===== src/verilog/dss_defines.vh =====
// Constants for the disk servo end-of-travel and load sequencer.
`ifndef DSS_DEFINES_VH
`define DSS_DEFINES_VH

// ----------------------------------------------------------------------
// Register map, byte addresses on the APB bus
// ----------------------------------------------------------------------
`define DSS_ADDR_SEEK 12'h000
`define DSS_ADDR_CMD 12'h004
`define DSS_ADDR_STATUS 12'h008
`define DSS_ADDR_POS 12'h00c

// ----------------------------------------------------------------------
// Field positions
// ----------------------------------------------------------------------
`define DSS_CMD_RTZ 0
`define DSS_ST_SEEK_ERR 0
`define DSS_ST_BUSY 1
`define DSS_ST_ON_CYL 2
`define DSS_ST_SEEK_DONE 3
`define DSS_ST_READY 4
`define DSS_ST_FAULT 5
`define DSS_ST_FWD_EOT 6
`define DSS_ST_REV_EOT 7
`define DSS_ST_NO_SERVO 8
`define DSS_ST_LOAD 9

// ----------------------------------------------------------------------
// Reset values and timing
// ----------------------------------------------------------------------
`define DSS_CYL_RESET 10'h000
`define DSS_CLK_MHZ 50
`define DSS_NO_SERVO_US 350000
`define DSS_ON_CYL_US 1750
`define DSS_NO_SERVO_CYC (`DSS_NO_SERVO_US * `DSS_CLK_MHZ)
`define DSS_ON_CYL_CYC (`DSS_ON_CYL_US * `DSS_CLK_MHZ)

`endif


===== src/verilog/dss_delay_timer.v =====
// Restartable delay counter that flags when its run input has held long.
`timescale 1ns/100ps
module dss_delay_timer #(
  parameter W = 25,
  parameter [W-1:0] COUNT = 25'd100
) (
  input wire pclk,
  input wire presetn,
  input wire run,
  output reg done_r
);

  reg [W-1:0] count_r;

  // Any drop of run restarts the delay from zero.
  always @(posedge pclk or negedge presetn) begin
    if (!presetn) begin
      count_r <= {W{1'b0}};
      done_r <= 1'b0;
    end else if (!run) begin
      count_r <= {W{1'b0}};
      done_r <= 1'b0;
    end else if (count_r == COUNT - 1'b1) begin
      done_r <= 1'b1; // Holds count; done stays until run drops.
    end else begin
      count_r <= count_r + 1'b1;
    end
  end

endmodule


===== src/verilog/dss_sequencer.v =====
// Servo sequencer: cylinder pulses, end of travel, head load and APB.
`timescale 1ns/100ps
`include "dss_defines.vh"
module dss_sequencer #(
  parameter CW = 10,
  parameter [24:0] NO_SERVO_CYC = `DSS_NO_SERVO_CYC,
  parameter [24:0] ON_CYL_CYC = `DSS_ON_CYL_CYC
) (
  input wire pclk,
  input wire presetn,
  input wire psel,
  input wire penable,
  input wire pwrite,
  input wire [11:0] paddr,
  input wire [31:0] pwdata,
  output reg [31:0] prdata_r,
  output reg pready_r,
  output reg pslverr_r,
  input wire start_switch,
  input wire fault_switch,
  input wire spindle_at_speed,
  input wire servo_null_window,
  input wire integ_over_limit,
  input wire even_dibit,
  input wire odd_dibit,
  input wire dibits_present,
  input wire fine_below_limit,
  input wire fine_at_zero,
  output reg cyl_pulse_r,
  output reg integ_reset_r,
  output reg fwd_eot_enable_r,
  output reg fine_enable_r,
  output reg fine_latch_r,
  output reg slope_r,
  output reg voice_coil_power_relay_r,
  output reg load_drive_r,
  output reg retract_r,
  output reg on_cylinder_r,
  output reg seek_error_r,
  output reg ready_lamp_r,
  output reg fault_lamp_r
);

  // --------------------------------------------------------------------
  // States and locals
  // --------------------------------------------------------------------
  localparam [2:0] ST_OFF = 3'd0;
  localparam [2:0] ST_SPIN = 3'd1;
  localparam [2:0] ST_LOAD = 3'd2;
  localparam [2:0] ST_FINE = 3'd3;
  localparam [2:0] ST_READY = 3'd4;
  localparam [2:0] ST_FAULT = 3'd5;
  localparam NS = 10;

  reg [2:0] state_r;
  reg [NS-1:0] sync1_r;
  reg [NS-1:0] sync2_r;
  reg cyl_prev_r;
  reg on_cyl_prev_r;
  reg fault_sw_prev_r;
  reg [CW-1:0] ttg_r;
  reg [CW-1:0] cyl_addr_r;
  reg seek_busy_r;
  reg seek_rev_r;
  reg seek_done_r;
  reg fwd_eot_r;
  reg rev_eot_r;
  reg no_servo_r;
  reg rtz_latch_r;
  reg servo_ready_r;
  wire s_start;
  wire s_fault_sw;
  wire s_speed;
  wire s_null;
  wire s_integ;
  wire s_even;
  wire s_odd;
  wire s_dibits;
  wire s_fine_lo;
  wire s_fine_zero;
  wire cyl_event;
  wire on_cyl_rise;
  wire fault_press;
  wire no_servo_done;
  wire on_cyl_done;
  wire wr_access;
  wire wr_seek;
  wire wr_rtz;
  wire fwd_eot_hit;
  wire rev_eot_hit;
  wire [CW-1:0] target;
  wire [31:0] status_word;

  // --------------------------------------------------------------------
  // Input synchronisers
  // --------------------------------------------------------------------
  // Panel switches and comparators are all asynchronous to pclk.
  always @(posedge pclk or negedge presetn) begin
    if (!presetn) begin
      sync1_r <= {NS{1'b0}};
      sync2_r <= {NS{1'b0}};
    end else begin
      sync1_r <= {fine_at_zero, fine_below_limit, dibits_present, odd_dibit,
        even_dibit, integ_over_limit, servo_null_window, spindle_at_speed,
        fault_switch, start_switch};
      sync2_r <= sync1_r;
    end
  end

  assign s_start = sync2_r[0];
  assign s_fault_sw = sync2_r[1];
  assign s_speed = sync2_r[2];
  assign s_null = sync2_r[3];
  assign s_integ = sync2_r[4];
  assign s_even = sync2_r[5];
  assign s_odd = sync2_r[6];
  assign s_dibits = sync2_r[7];
  assign s_fine_lo = sync2_r[8];
  assign s_fine_zero = sync2_r[9];

  // Edge detection on synchronised levels only.
  assign cyl_event = s_null & ~cyl_prev_r;
  assign on_cyl_rise = on_cylinder_r & ~on_cyl_prev_r;
  assign fault_press = s_fault_sw & ~fault_sw_prev_r;
  assign fwd_eot_hit = fwd_eot_enable_r & s_even & seek_busy_r;
  assign rev_eot_hit = s_integ & s_odd & seek_busy_r & seek_rev_r;

  // --------------------------------------------------------------------
  // APB decode
  // --------------------------------------------------------------------
  assign wr_access = psel & penable & pready_r & pwrite;
  assign wr_seek = wr_access & (paddr == `DSS_ADDR_SEEK) & servo_ready_r;
  assign wr_rtz = wr_access & (paddr == `DSS_ADDR_CMD) &
    pwdata[`DSS_CMD_RTZ];
  assign target = pwdata[CW-1:0];
  assign status_word = {22'h000000, (state_r == ST_LOAD), no_servo_r,
    rev_eot_r, fwd_eot_r, fault_lamp_r, servo_ready_r, seek_done_r,
    on_cylinder_r, seek_busy_r, seek_error_r};

  // Read data is latched in the setup cycle so the access has no wait.
  always @(posedge pclk or negedge presetn) begin
    if (!presetn) begin
      prdata_r <= 32'h00000000;
      pready_r <= 1'b0;
      pslverr_r <= 1'b0;
    end else begin
      pready_r <= psel & ~penable;
      pslverr_r <= 1'b0;
      prdata_r <= 32'h00000000;
      if (psel & ~penable) begin
        case (paddr)
          `DSS_ADDR_SEEK: prdata_r <= {{(32-CW){1'b0}}, cyl_addr_r};
          `DSS_ADDR_CMD: prdata_r <= 32'h00000000;
          `DSS_ADDR_STATUS: prdata_r <= status_word;
          `DSS_ADDR_POS: prdata_r <= {{(32-CW){1'b0}}, ttg_r};
          default: pslverr_r <= 1'b1;
        endcase
      end
    end
  end

  // --------------------------------------------------------------------
  // Delay counters
  // --------------------------------------------------------------------
  // Dibit watchdog runs while heads should be over servo tracks.
  dss_delay_timer #(.W(25), .COUNT(NO_SERVO_CYC)) u_no_servo (
    .pclk(pclk),
    .presetn(presetn),
    .run(~s_dibits & ((state_r == ST_LOAD) | (state_r == ST_FINE) |
      (state_r == ST_READY))),
    .done_r(no_servo_done)
  );

  dss_delay_timer #(.W(25), .COUNT(ON_CYL_CYC)) u_on_cyl (
    .pclk(pclk),
    .presetn(presetn),
    .run(fine_latch_r & s_fine_lo),
    .done_r(on_cyl_done)
  );

  // --------------------------------------------------------------------
  // Servo pulse path and seek bookkeeping
  // --------------------------------------------------------------------
  always @(posedge pclk or negedge presetn) begin
    if (!presetn) begin
      cyl_prev_r <= 1'b0;
      on_cyl_prev_r <= 1'b0;
      fault_sw_prev_r <= 1'b0;
      cyl_pulse_r <= 1'b0;
      integ_reset_r <= 1'b1;
      fwd_eot_enable_r <= 1'b0;
      on_cylinder_r <= 1'b0;
      ttg_r <= `DSS_CYL_RESET;
      cyl_addr_r <= `DSS_CYL_RESET;
      seek_busy_r <= 1'b0;
      seek_rev_r <= 1'b0;
      seek_done_r <= 1'b0;
      fwd_eot_r <= 1'b0;
      seek_error_r <= 1'b0;
      slope_r <= 1'b0;
      fine_enable_r <= 1'b0;
    end else begin
      cyl_prev_r <= s_null;
      on_cyl_prev_r <= on_cylinder_r;
      fault_sw_prev_r <= s_fault_sw;
      cyl_pulse_r <= s_null;
      // Loads and retracts also hold the integrator at ground.
      integ_reset_r <= s_null | (state_r != ST_READY);
      fwd_eot_enable_r <= s_integ;
      on_cylinder_r <= on_cyl_done;
      if (cyl_event && ttg_r != {CW{1'b0}}) begin
        ttg_r <= ttg_r - 1'b1;
      end else if (on_cyl_rise && ttg_r == {{(CW-1){1'b0}}, 1'b1}) begin
        ttg_r <= {CW{1'b0}};
      end
      // After a forward end of travel fine stays on until a recalibrate.
      fine_enable_r <= (seek_busy_r & (ttg_r <= {{(CW-1){1'b0}}, 1'b1})) |
        fwd_eot_r;
      if (on_cylinder_r && ttg_r == {CW{1'b0}} && seek_busy_r) begin
        seek_done_r <= 1'b1;
        seek_busy_r <= 1'b0;
      end
      if (wr_seek) begin
        seek_busy_r <= 1'b1;
        seek_done_r <= 1'b0;
        seek_rev_r <= target < cyl_addr_r;
        ttg_r <= (target < cyl_addr_r) ? cyl_addr_r - target :
          target - cyl_addr_r;
        cyl_addr_r <= target;
        slope_r <= target[0];
      end
      if (fwd_eot_hit) begin
        // Heads sit on the inner guard; fine loop backs them off.
        fwd_eot_r <= 1'b1;
        seek_busy_r <= 1'b0;
        ttg_r <= `DSS_CYL_RESET;
        cyl_addr_r <= `DSS_CYL_RESET;
        fine_enable_r <= 1'b1;
        slope_r <= 1'b0;
      end
      if (rev_eot_hit || state_r == ST_SPIN) begin
        seek_busy_r <= 1'b0;
        ttg_r <= `DSS_CYL_RESET;
        cyl_addr_r <= `DSS_CYL_RESET;
        slope_r <= 1'b0;
      end
      // A new hit in the same cycle as the clear keeps the flag set.
      if (wr_rtz && !fwd_eot_hit) begin
        fwd_eot_r <= 1'b0;
      end
      // Set wins over the clear when both land together.
      if (fwd_eot_hit || rev_eot_hit) begin
        seek_error_r <= 1'b1;
      end else if (wr_rtz) begin
        seek_error_r <= 1'b0;
      end
    end
  end

  // --------------------------------------------------------------------
  // Head load sequence
  // --------------------------------------------------------------------
  always @(posedge pclk or negedge presetn) begin
    if (!presetn) begin
      state_r <= ST_OFF;
      voice_coil_power_relay_r <= 1'b0;
      load_drive_r <= 1'b0;
      fine_latch_r <= 1'b0;
      rev_eot_r <= 1'b0;
      no_servo_r <= 1'b0;
      rtz_latch_r <= 1'b0;
      retract_r <= 1'b0;
      servo_ready_r <= 1'b0;
      ready_lamp_r <= 1'b0;
      fault_lamp_r <= 1'b0;
    end else begin
      case (state_r)
        ST_OFF: begin
          if (s_start) begin
            state_r <= ST_SPIN;
          end
        end
        ST_SPIN: begin
          if (s_speed) begin
            voice_coil_power_relay_r <= 1'b1;
            load_drive_r <= 1'b1;
            rev_eot_r <= 1'b0;
            state_r <= ST_LOAD;
          end
        end
        ST_LOAD: begin
          // Fine latch stays jammed off while loading forward.
          fine_latch_r <= 1'b0;
          if (s_dibits && s_odd) begin
            load_drive_r <= 1'b0;
            rev_eot_r <= 1'b1;
            fine_latch_r <= 1'b1;
            state_r <= ST_FINE;
          end
        end
        ST_FINE: begin
          if (s_fine_zero) begin
            servo_ready_r <= 1'b1;
            ready_lamp_r <= 1'b1;
            state_r <= ST_READY;
          end
        end
        ST_READY: begin
          if (wr_seek) begin
            fine_latch_r <= 1'b0;
          end else if (fine_enable_r) begin
            fine_latch_r <= 1'b1;
          end
          if (rev_eot_hit || wr_rtz) begin
            // Outer guard or a recalibrate reloads to cylinder zero.
            rev_eot_r <= rev_eot_hit;
            servo_ready_r <= 1'b0;
            ready_lamp_r <= 1'b0;
            fine_latch_r <= 1'b0;
            load_drive_r <= 1'b1;
            state_r <= ST_LOAD;
          end
        end
        ST_FAULT: begin
          if (fault_press) begin
            fault_lamp_r <= 1'b0;
            rtz_latch_r <= 1'b0;
            retract_r <= 1'b0;
            load_drive_r <= 1'b1;
            state_r <= ST_LOAD;
          end
        end
        default: begin
          state_r <= ST_OFF;
        end
      endcase
      if (no_servo_done && state_r != ST_FAULT) begin
        // Same watchdog covers first load, retries and lost tracks.
        no_servo_r <= state_r == ST_READY;
        rtz_latch_r <= 1'b1;
        retract_r <= 1'b1;
        fault_lamp_r <= 1'b1;
        load_drive_r <= 1'b0;
        fine_latch_r <= 1'b0;
        servo_ready_r <= 1'b0;
        ready_lamp_r <= 1'b0;
        state_r <= ST_FAULT;
      end
      if (!s_speed && state_r != ST_OFF) begin
        // Spindle lost speed: drop the coil and wait for a restart.
        voice_coil_power_relay_r <= 1'b0;
        servo_ready_r <= 1'b0;
        ready_lamp_r <= 1'b0;
        load_drive_r <= 1'b0;
        state_r <= ST_OFF;
      end
    end
  end

endmodule


===== config.mk =====
export PLATFORM = sky130hd
export DESIGN_NAME = dss_sequencer
export DESIGN_NICKNAME = d
export VERILOG_FILES = /design/src/verilog/dss_delay_timer.v /design/src/verilog/dss_sequencer.v
export VERILOG_INCLUDE_DIRS = /design/src /design/src/verilog
export SDC_FILE = /design/constraint.sdc
export NUM_CORES = 1
export LEC_CHECK = 0
export BUFFER_PORTS_ARGS = -buffer_cell sky130_fd_sc_hd__buf_2
export CAP_MARGIN = 10
export CELL_PAD_IN_SITES_DETAIL_PLACEMENT = 0
export CELL_PAD_IN_SITES_GLOBAL_PLACEMENT = 2
export CORE_MARGIN = 2
export CORE_UTILIZATION = 38
export DETAILED_ROUTE_END_ITERATION = 12
export GPL_TIMING_DRIVEN = 0
export PLACE_DENSITY_LB_ADDON = 0.1
export SLEW_MARGIN = 0
export SYNTH_ARGS = -nofsm -noshare
export SYNTH_HDL_FRONTEND = slang
export SYNTH_SLANG_ARGS = --single-unit

===== constraint.sdc =====
create_clock -name pclk -period 4.5 [get_ports pclk]
set_input_delay 0.225 -clock pclk [delete_from_list [all_inputs] [get_ports pclk]]
set_output_delay 0.225 -clock pclk [all_outputs]
set_load 0.05 [all_outputs]

==> results of run 1 <==
logic make-up after synthesis:
logic type | Yosys count | synth area share, %
XOR/XNOR | 47 | 5.893
other | 1 | 0.05368
AND/OR/NAND/NOR | 287 | 20.28
multiplexers | 18 | 2.848
adder cells (fa/ha/maj) | 26 | 4.872
buffers and inverters | 84 | 6.018
flip-flops | 126 | 45.16
AO/OA/AOI/OAI | 159 | 14.88
placed cells by master (no fill, tap or decap), types with 5 or more instances in the layout:
cell           synthesis  routed
and3_1                 7       7
and2_1                 6       6
clkbuf_16              0      17
nor3_1                21      21
nor4b_1                6       6
o22ai_1                6       6
a31oi_1                9       9
o21ai_0               40      40
and4_1                 5       5
nand2_1               74      74
ha_1                  24      24
nand3_1               20      20
xor2_1                33      33
or3_1                 13      13
dlygate4sd3_1          0      12
nor2_1                88      88
inv_6                  0       5
buf_2                  3      63
a21o_1                 6       6
a21oi_1               47      47
dfrtp_1              125     125
a22oi_1               10      10
clkbuf_1              18      18
nand2b_1               5       5
nor2b_1                8       8
mux2_2                11      11
xnor2_1               14      14
nand4_1               10      10
inv_1                 33      33
conb_1                 1      22
buf_4                 25      25
mux2i_1                6       6
flip-flops by register name (all words and copies together), names as in the netlist, 3 cells and up:
register            cells
u_no_servo.count_r     25
u_on_cyl.count_r       25
cyl_addr_r             10
prdata_r               10
sync1_r                10
sync2_r                10
ttg_r                  10
state_r                 3
worst register-to-register path, delay by kind of cell (launching register included):
family                     cells  cell delay, ns
buffers and inverters          1            0.08
adders and majority gates      2            0.66
muxes                          1            0.40
xor gates and xnor gates       1            0.23
AOI/OAI and AO/OA              5            1.35
DFF                            1            0.43
report_power, final:
group,internal (mW),switching [mW]
clock,0.781,0.587
sequential,1.21,0.0835
combinational,0.329,0.650
metal layers:
metal / global-route usage (%) / vias to the layer above
met1: 25.92 / 2810
met5: 0 / -
li1: - / 2807
met4: 5.789 / 0
met2: 32.46 / 130
met3: 3.889 / 19
worst paths after layout:
kind,start,endpoint
setup / recovery,cyl_addr_r[0],ttg_r[4]
hold / removal,pwdata[7],cyl_addr_r[7]
setup reg to reg,cyl_addr_r[0],ttg_r[4]
hold reg to reg,sync1_r[2],sync2_r[2]
max in group asynchronous,presetn,u_no_servo.count_r[4]
min in group asynchronous,presetn,prdata_r[0]
through the flow:
| step | setup slack [ns] | utilization, % |
|---|---|---|
| after floorplan | 1.415 | - |
| after global placement | 1.197 | 42.48 |
| after detailed placement | 1.237 | 42.66 |
| after CTS | 1.217 | 46.54 |
| after global routing | 1.003 | 46.54 |
| final | 1.211 | 46.54 |
area by class of cell:
| type | count | area [sq um] | area share (%) |
|---|---|---|---|
| multi-input cells | 559 | 3490 | 41.60 |
| flip-flops and latches | 126 | 3154 | 37.60 |
| repair buffers | 74 | 459.2 | 5.474 |
| clock buffers | 17 | 425.4 | 5.072 |
| plain buffers | 51 | 296.5 | 3.535 |
| well taps | 229 | 286.5 | 3.416 |
| clock inverters | 15 | 152.6 | 1.820 |
| inverters | 33 | 123.9 | 1.477 |
==> results.sh, run 1 <==
export IMPL_wl_met3_um=628
export IMPL_grt_start_max_net_pins=69
export IMPL_hold_viol=0
export IMPL_cts_setup_buffers=0
export IMPL_clkSinkCount=126
export IMPL_wl_met1_mm=8.565
export IMPL_fin_skew_ns=0.009230
export IMPL_maxSlewViolCount=0
export IMPL_worstMarginPinSlew_ns=0.9737
export IMPL_synth_most_common_cell="dfrtp_1"
export IMPL_criticalPathCategory="reg -> reg"
export IMPL_die_w_um=139.6
export IMPL_critPathRequiredTime_ns=4.78
export IMPL_hpwl_mm=13.16
export IMPL_area_delta_synth_final_pct=20.08
export IMPL_vias_per_cell=5.223
export IMPL_cts_htree_levels=4
export IMPL_path_common_cell="a21oi_1"
export IMPL_clk_pin_slew_ns=0.06
export IMPL_synth_area_sq_um=6985
export IMPL_numCtsBuffers=17
export IMPL_design_power_total_mw=3.643
export IMPL_synthFlopType="dfrtp_1"
export IMPL_max_slew_margin_rel_pct=34.59
export IMPL_wirelength_mm=18.52
export IMPL_drtIter0Drc=378
export IMPL_slowest_delay_ns=0.61
export IMPL_routed_wl_met2_mm=9.054
export IMPL_drv_cap=0
export IMPL_ant_nets=0
export IMPL_cellPowerDensity_nw_per_um2=434.3
export IMPL_cts_root_buf="clkbuf_16"
export IMPL_synth_edff_count=0
export IMPL_period_share_pct=73.10
export IMPL_grt_overflow=0
export IMPL_endpoint_kind="flip-flop"
export IMPL_initial_core_util_pct=38.75
export IMPL_finalSetupTns_ns=0
export IMPL_status="complete, no violations"
export IMPL_worst_setup_path_start_kind="flip-flop"
export IMPL_fillers=1783
export IMPL_grt_pass1_vias=5639
export IMPL_grt_pass1_wl_mm=30.08
export IMPL_cts_tree="done"
export IMPL_r2r_cells=10
export IMPL_drive_gt1_share_pct=17.49
export IMPL_fp_coreArea_sq_um=18020
export IMPL_dieArea_sq_um=19480
export IMPL_drt_first_pass_iters=5
export IMPL_synth_area_top_cells="dfrtp_1, nor2_1, ha_1, xor2_1, nand2_1"
export IMPL_r2r_slack_ns=1.21
export IMPL_fmax_ghz=0.3040
export IMPL_cp_max_fo=7
export IMPL_ctsResizeCount=0
export IMPL_cp_slowest_cell="a2111oi_4"
export IMPL_critical_path_depth=10
export IMPL_async_flop_share_pct=100.0
export IMPL_ir_drop_mv=0.2686
export IMPL_placed_area_sq_um=7690
export IMPL_yosys_register_bits=126
export IMPL_hold_class="in -> reg"
export IMPL_yosys_warnings=0
export IMPL_ctsLongestPathBuffers=2
export IMPL_post_route_cell_area_sq_um=8388
export IMPL_antenna_found_initial=0
export IMPL_syn_inst=748
export IMPL_vias=5766
export IMPL_leakage_nw=3.746
export IMPL_path_delay_family="compound AO/OA/AOI/OAI gates"
export IMPL_synth_top_area_cell="dfrtp_1"
export IMPL_io_buffers=61
export IMPL_drt_wirelength_per_cell_um=16.77
export IMPL_io_pins=106
export IMPL_final_cells=1104
export IMPL_synth_area_per_cell_sq_um=9.339
export IMPL_setup_viol=0
export IMPL_dp_cells=1060
export IMPL_synthTopCellsByCount="dfrtp_1, nor2_1, nand2_1"
export IMPL_fp_row_count=49
export IMPL_finalCriticalPeriod_ns=3.289
export IMPL_dieHeight_um=139.6
export IMPL_clk_latency_ns=0.42
export IMPL_rsz0062_at_grt="no"
export IMPL_min_path_cells=3
export IMPL_synth_seq_area_share_pct=45.15
export IMPL_crit_chain="ha_1 -> inv_1 -> fa_1 -> a21oi_1 -> o22ai_1 -> a2111oi_4 -> mux2_2 -> a311oi_1 -> xor2_1 -> a21oi_1"
export IMPL_critPathBufInv=1
export IMPL_synth_distinct_cells=75
export IMPL_drc=0
export IMPL_antenna_cells=0
export IMPL_fin_nets=947
export IMPL_gp_congestion=0.8462
export IMPL_dr_max_layer_used="met4"
export IMPL_timing_hold_ws_ns=0.07038
export IMPL_arrival_ns=3.57
export IMPL_grt_usage_pct=19.51
export IMPL_cts_hold_buf=12
export IMPL_synth_top_area_share_pct=44.78
(Power assumes the default switching activity.)
==> run 2, diff against run 1 <==
Settings changed: ABC_AREA set to 1, CORE_UTILIZATION 38 to 34.
Clock period 4.5 ns to 3.1 ns, I/O delays scaled along.
==> run 2 against run 1 <==
Fmax grew 45%. Clock skew grew 0.00088 ns. Clock power grew 58%. Count of clock-buffer cells in the layout grew 1. Critical endpoint is now ttg_r[2]. First-iteration DRC count shrank 8.2%. Flip-flop and latch count is the same. Highest routed layer unchanged.
==> results.sh, run 2 <==
export IMPL_area_delta_synth_final_pct=19.90
export IMPL_rsz0062_at_grt="no"
export IMPL_cp_max_fo=10
export IMPL_critPathRequiredTime_ns=3.42
export IMPL_drtIter0Drc=347
export IMPL_grt_usage_pct=18.67
export IMPL_synth_area_top_cells="dfrtp_1, nand2_1, inv_1, ha_1, nor2_1"
export IMPL_dieArea_sq_um=23900
export IMPL_criticalPathCategory="reg -> reg"
export IMPL_final_common_cell="nand2_1"
export IMPL_leakage_nw=4.680
export IMPL_place_worst_setup_slack_ns=0.7754
export IMPL_drive_gt1_share_pct=20.24
export IMPL_async_flop_share_pct=100.0
export IMPL_die_w_um=154.6
export IMPL_arrival_ns=2.59
export IMPL_hp_start="pwdata[9]"
export IMPL_cts_tree="done"
export IMPL_clkSinkCount=126
export IMPL_grt_pass1_wl_mm=34.50
export IMPL_synthTopCellsByCount="nand2_1, inv_1, dfrtp_1"
export IMPL_cts_htree_levels=4
export IMPL_setup_viol=0
export IMPL_timing_hold_ws_ns=0.03064
export IMPL_yosys_warnings=0
export IMPL_fin_nets=1174
export IMPL_yosys_register_bits=126
export IMPL_final_cell_mix="nand2_1, inv_1, dfrtp_1"
export IMPL_synth_most_common_cell="nand2_1"
export IMPL_clk_latency_ns=0.43
export IMPL_syn_inst=974
export IMPL_multi_input_area_sq_um=3756
export IMPL_largestRegisters="u_no_servo.count_r: 25 flops, u_on_cyl.count_r: 25 flops"
export IMPL_drt_first_pass_iters=4
export IMPL_clk_pin_slew_ns=0.06
export IMPL_status="complete, no violations"
export IMPL_cts_root_buf="clkbuf_16"
export IMPL_synth_top_area_share_pct=40.57
export IMPL_period_share_pct=73.33
export IMPL_ant_nets=0
export IMPL_hold_viol=0
export IMPL_numCtsBuffers=17
export IMPL_grt_pass1_vias=6336
export IMPL_max_slew_margin_rel_pct=56.83
export IMPL_synth_area_per_cell_sq_um=7.916
export IMPL_initial_core_util_pct=34.37
export IMPL_r2r_cells=12
export IMPL_maxSlewViolCount=0
export IMPL_timing_final_ws_setup_ns=0.8268
export IMPL_synth_distinct_cells=55
export IMPL_io_pins=106
export IMPL_antenna_cells=0
export IMPL_fp_row_count=55
export IMPL_ir_drop_mv=0.3808
export IMPL_r2r_slack_ns=0.83
export IMPL_ctsResizeCount=0
export IMPL_r2r_end="ttg_r[2]"
export IMPL_endpoint_kind="flip-flop"
export IMPL_antenna_found_initial=0
export IMPL_hold_class="in -> reg"
export IMPL_fillers=2324
export IMPL_worst_setup_path_start_kind="flip-flop"
export IMPL_min_path_cells=3
export IMPL_finalCriticalPeriod_ns=2.273
export IMPL_grt_start_max_net_pins=65
export IMPL_fin_util_pct=41.20
export IMPL_drc=0
export IMPL_synth_top_area_cell="dfrtp_1"
export IMPL_grt_overflow=0
export IMPL_fp_coreArea_sq_um=22430
export IMPL_fmax_ghz=0.4399
export IMPL_synth_edff_count=0
export IMPL_vias_per_cell=4.619
export IMPL_synth_seq_area_share_pct=40.91
export IMPL_r2r_start="cyl_addr_r[0]"
export IMPL_cellPowerDensity_nw_per_um2=609.5
export IMPL_io_buffers=61
export IMPL_gp_congestion=0.7850
export IMPL_dieHeight_um=154.6
export IMPL_synthFlopType="dfrtp_1"
export IMPL_fin_skew_ns=0.01011
export IMPL_seq_area_sq_um=3154
export IMPL_synth_area_sq_um=7710
export IMPL_vias=6406
export IMPL_drt_wirelength_per_cell_um=15.32
export IMPL_min_delay_worst_endpoint="cyl_addr_r[9]"
export IMPL_drv_cap=0
export IMPL_wirelength_mm=21.25
export IMPL_hpwl_mm=16.28
export IMPL_worstMarginPinSlew_ns=0.6452
export IMPL_ctsLongestPathBuffers=2
## run 2: cell families (layout without fill, tap and decap cells)
family	after synthesis	in the layout	share of synthesized area [%]
buf+inv	202	309	11.39
other cells	1	22	0.04864
flops	126	126	40.91
simple gates	460	460	29.44
fa+ha+maj	26	26	4.414
compound gates	131	131	10.61
xor+xnor	28	28	3.181
## run 2: power breakdown
group / internal, mW / switching, mW
logic: 0.476 / 1.09
clock network: 1.37 / 0.808
registers: 1.78 / 0.120
total: 3.62 / 2.01
## run 2: worst max-delay path by stage
| stage | from | endpoint | slack [ns] | cells after the start |
|---|---|---|---|---|
| 3_5_place_dp | cyl_addr_r[0] | ttg_r[4] | 0.78 | 10 |
| 6_report | cyl_addr_r[0] | ttg_r[2] | 0.83 | 12 |
| 3_3_place_gp | presetn | ttg_r[7] | -0.03 | 1 |
| 5_1_grt | cyl_addr_r[0] | ttg_r[7] | 0.59 | 14 |
| 2_1_floorplan | cyl_addr_r[0] | ttg_r[7] | 0.90 | 14 |
| 4_1_cts | cyl_addr_r[0] | ttg_r[4] | 0.76 | 10 |
## run 2: metal layers
layer | part of all wire [%] | routed length [um] | global-route usage (%)
met1 | 47 | 9982 | 24.46
met2 | 49 | 10450 | 32.08
met3 | 2.8 | 597 | 2.914
met4 | 1.0 | 215 | 5.203
met5 | 0 | 0 | 0
## run 2: layout make-up
cell class	instances	share of cell area [%]
repair buffers	75	5.076
clock buffers	18	4.751
inverters	170	6.917
plain buffers	32	2.585
multi-input cells	667	40.63
flip-flops and latches	126	34.12
clock inverters	14	2.057
well taps	285	3.858
## run 2: critical path: stages (launching register included)
cell and delay [ns]:
dfrtp_1 0.40, ha_1 0.23, inv_1 0.08, fa_1 0.45, nand2_1 0.11, nand3_2 0.10, nand2_1 0.08, nand2_1 0.09
buf_6 0.17, o21ai_1 0.20, nand2_1 0.10, nand2_1 0.08, o21ai_1 0.05
## run 2: repair_timing
item,in CTS,in global routing
buffers inserted,0,0
endpoints found under the hold margin,74,0
hold buffers,13,0
## run 2: metrics by stage
| step | power (mW) | TNS (ns) | instances | instance area (sq um) |
|---|---|---|---|---|
| 3_5_place_dp | 3.495 | 0 | 1342 | 8484 |
| 2_1_floorplan | 3.052 | 0 | 995 | 7789 |
| 5_1_grt | 5.981 | 0 | 1387 | 9244 |
| 3_3_place_gp | 3.501 | -2.277 | 1341 | 8451 |
| 4_1_cts | 5.715 | 0 | 1387 | 9244 |
| 6_report | 5.634 | 0 | 1387 | 9244 |
==> run 3, diff against run 2 <==
Clock period 3.1 ns to 2.1 ns, I/O delays scaled along.
==> run 3 against run 2 <==
Wire length is 2.3% higher. Fmax increased by 14%. Cell count rose by 1.6%. Clock skew about the same. Sequential share of layout area fell by 1.4 points. Core utilization up 1.8 points. Register-to-register slack got worse by 0.72 ns. Via count rose by 2.4%. Setup slack worse by 0.72 ns. First-iteration DRC count fell by 8.6%. Critical path depth increased by 2. Critical endpoint is now ttg_r[7].
==> results.sh, run 3 (synthesized netlist as in run 2, its figures left out) <==
export IMPL_initial_core_util_pct=34.37
export IMPL_cts_tree="done"
export IMPL_ant_nets=0
export IMPL_gp_congestion=0.7978
export IMPL_hold_viol=0
export IMPL_largestRegisters="u_no_servo.count_r: 25 flops, u_on_cyl.count_r: 25 flops"
export IMPL_clk_pin_slew_ns=0.06
export IMPL_r2r_cells=14
export IMPL_cp_max_fo=5
export IMPL_clk_latency_ns=0.42
export IMPL_hpwl_mm=16.51
export IMPL_finalSetupTns_ns=0
export IMPL_cellPowerDensity_nw_per_um2=866.3
export IMPL_timing_hold_ws_ns=0.07477
export IMPL_fin_skew_ns=0.009663
export IMPL_arrival_ns=2.31
export IMPL_status="complete, no violations"
export IMPL_leakage_nw=4.789
export IMPL_final_cell_mix="nand2_1, inv_1, dfrtp_1"
export IMPL_vias_per_cell=4.654
export IMPL_drt_wirelength_per_cell_um=15.42
export IMPL_fin_nets=1196
export IMPL_wirelength_mm=21.73
export IMPL_max_slew_margin_rel_pct=55.41
export IMPL_numCtsBuffers=17
export IMPL_path_common_cell="nand2_1"
export IMPL_grt_pass1_wl_mm=35.18
export IMPL_finalCriticalPeriod_ns=1.990
export IMPL_ctsLongestPathBuffers=2
export IMPL_grt_start_max_net_pins=70
export IMPL_rsz0062_at_grt="no"
export IMPL_cp_slowest_cell="dfrtp_2"
export IMPL_crit_chain="ha_4 -> inv_1 -> fa_2 -> nand2_2 -> nand3_2 -> nand2_2 -> nand2_4 -> buf_6 -> nand2_2 -> nand2_1 -> nand2_1 -> nand3_2 -> nand2_1 -> nand2_1"
export IMPL_dieHeight_um=154.6
export IMPL_vias=6558
export IMPL_drtIter0Drc=317
export IMPL_drv_cap=0
export IMPL_drive_gt1_share_pct=24.64
export IMPL_io_buffers=61
export IMPL_cp_endpoint="ttg_r[7]"
export IMPL_grt_usage_pct=18.99
export IMPL_hold_class="in -> reg"
export IMPL_grt_pass1_vias=6518
export IMPL_die_w_um=154.6
export IMPL_drt_first_pass_iters=5
export IMPL_r2r_end="ttg_r[7]"
export IMPL_clkSinkCount=126
export IMPL_cp_startpoint="cyl_addr_r[0]"
export IMPL_period_share_pct=94.75
export IMPL_final_common_cell="nand2_1"
export IMPL_area_delta_synth_final_pct=25.04
export IMPL_antenna_found_initial=0
export IMPL_grt_overflow=0
export IMPL_drc=0
export IMPL_endpoint_kind="flip-flop"
export IMPL_r2r_start="cyl_addr_r[0]"
export IMPL_antenna_cells=0
export IMPL_design_power_total_mw=8.351
export IMPL_r2r_slack_ns=0.11
export IMPL_maxSlewViolCount=0
export IMPL_cts_root_buf="clkbuf_16"
export IMPL_fmax_ghz=0.5026
export IMPL_setup_viol=0
export IMPL_dieArea_sq_um=23900
export IMPL_critPathRequiredTime_ns=2.42
export IMPL_worst_setup_path_start_kind="flip-flop"
export IMPL_slowest_delay_ns=0.42
export IMPL_criticalPathCategory="reg -> reg"
export IMPL_fp_row_count=55
export IMPL_worstMarginPinSlew_ns=0.6664
export IMPL_ir_drop_mv=0.4629
export IMPL_fp_coreArea_sq_um=22430
export IMPL_cts_htree_levels=4
export IMPL_io_pins=106
## run 3: cell types whose count changed in the layout (fill, tap and decap cells not counted), moves of 7 or more
cell,change
nand2_1,-14
nand2_2,+13
buf_4,+11
dlygate4sd3_1,+9
ha_1,-9
ha_4,+7
## run 3: where the power goes
group	switching (mW)	internal [mW]	leakage [nW]
sequential	0.177	2.63	1.67
combinational	1.63	0.744	2.82
clock	1.18	1.99	0.301
total	2.99	5.36	4.79
## run 3: cell type report
| class | instances | area, sq um |
|---|---|---|
| repair buffers | 97 | 669.4 |
| well taps | 285 | 356.6 |
| inverters | 170 | 641.9 |
| fillers | 2346 | 12790 |
| flip-flops and latches | 126 | 3156 |
| clock buffers | 18 | 429.2 |
| clock inverters | 14 | 190.2 |
| plain buffers | 32 | 242.7 |
| multi-input cells | 667 | 3955 |
## run 3: what timing repair did
action                                 in CTS  in global routing
setup endpoints to repair                   9                  9
gates cloned                                0                  1
pin swaps                                   3                 15
setup buffers                               4                  8
hold buffers                               22                  0
gates resized for setup                    15                 40
endpoints found under the hold margin      77                  0
## run 3: layer usage
layer	GRT usage (%)	share of wire [%]
met1	24.77	47
met2	32.57	49
met3	3.166	2.7
met4	5.423	1.3
met5	0	0
## run 3: worst min-delay path by stage
stage	start	to	slack [ns]	depth (start not counted)
after floorplan	presetn	cyl_addr_r[0]	-0.19	0
after global placement	fine_below_limit	sync1_r[8]	0.21	1
after detailed placement	presetn	u_no_servo.count_r[20]	0.13	1
after CTS	pwdata[1]	cyl_addr_r[1]	0.07	3
after global routing	pwdata[1]	cyl_addr_r[1]	0.07	3
final	pwdata[1]	cyl_addr_r[1]	0.07	3
## run 3: critical path, delay by kind of cell, from the launching register on
family        cells  cell delay (ns)
simple gates     10             0.74
buf+inv           2             0.19
flops             1             0.42
fa+ha+maj         2             0.53
## run 3: metrics by stage
stage | utilization (%) | setup slack [ns] | cell area (sq um) | instances
detailed placement | 37.82 | -0.2433 | 8486 | 1342
CTS | 41.95 | 0.002502 | 9410 | 1400
global route | 42.97 | 0.002509 | 9641 | 1409
finish | 42.97 | 0.1104 | 9641 | 1409
global placement | 37.67 | -1.220 | 8452 | 1341
floorplan | - | 0.05217 | 7790 | 995
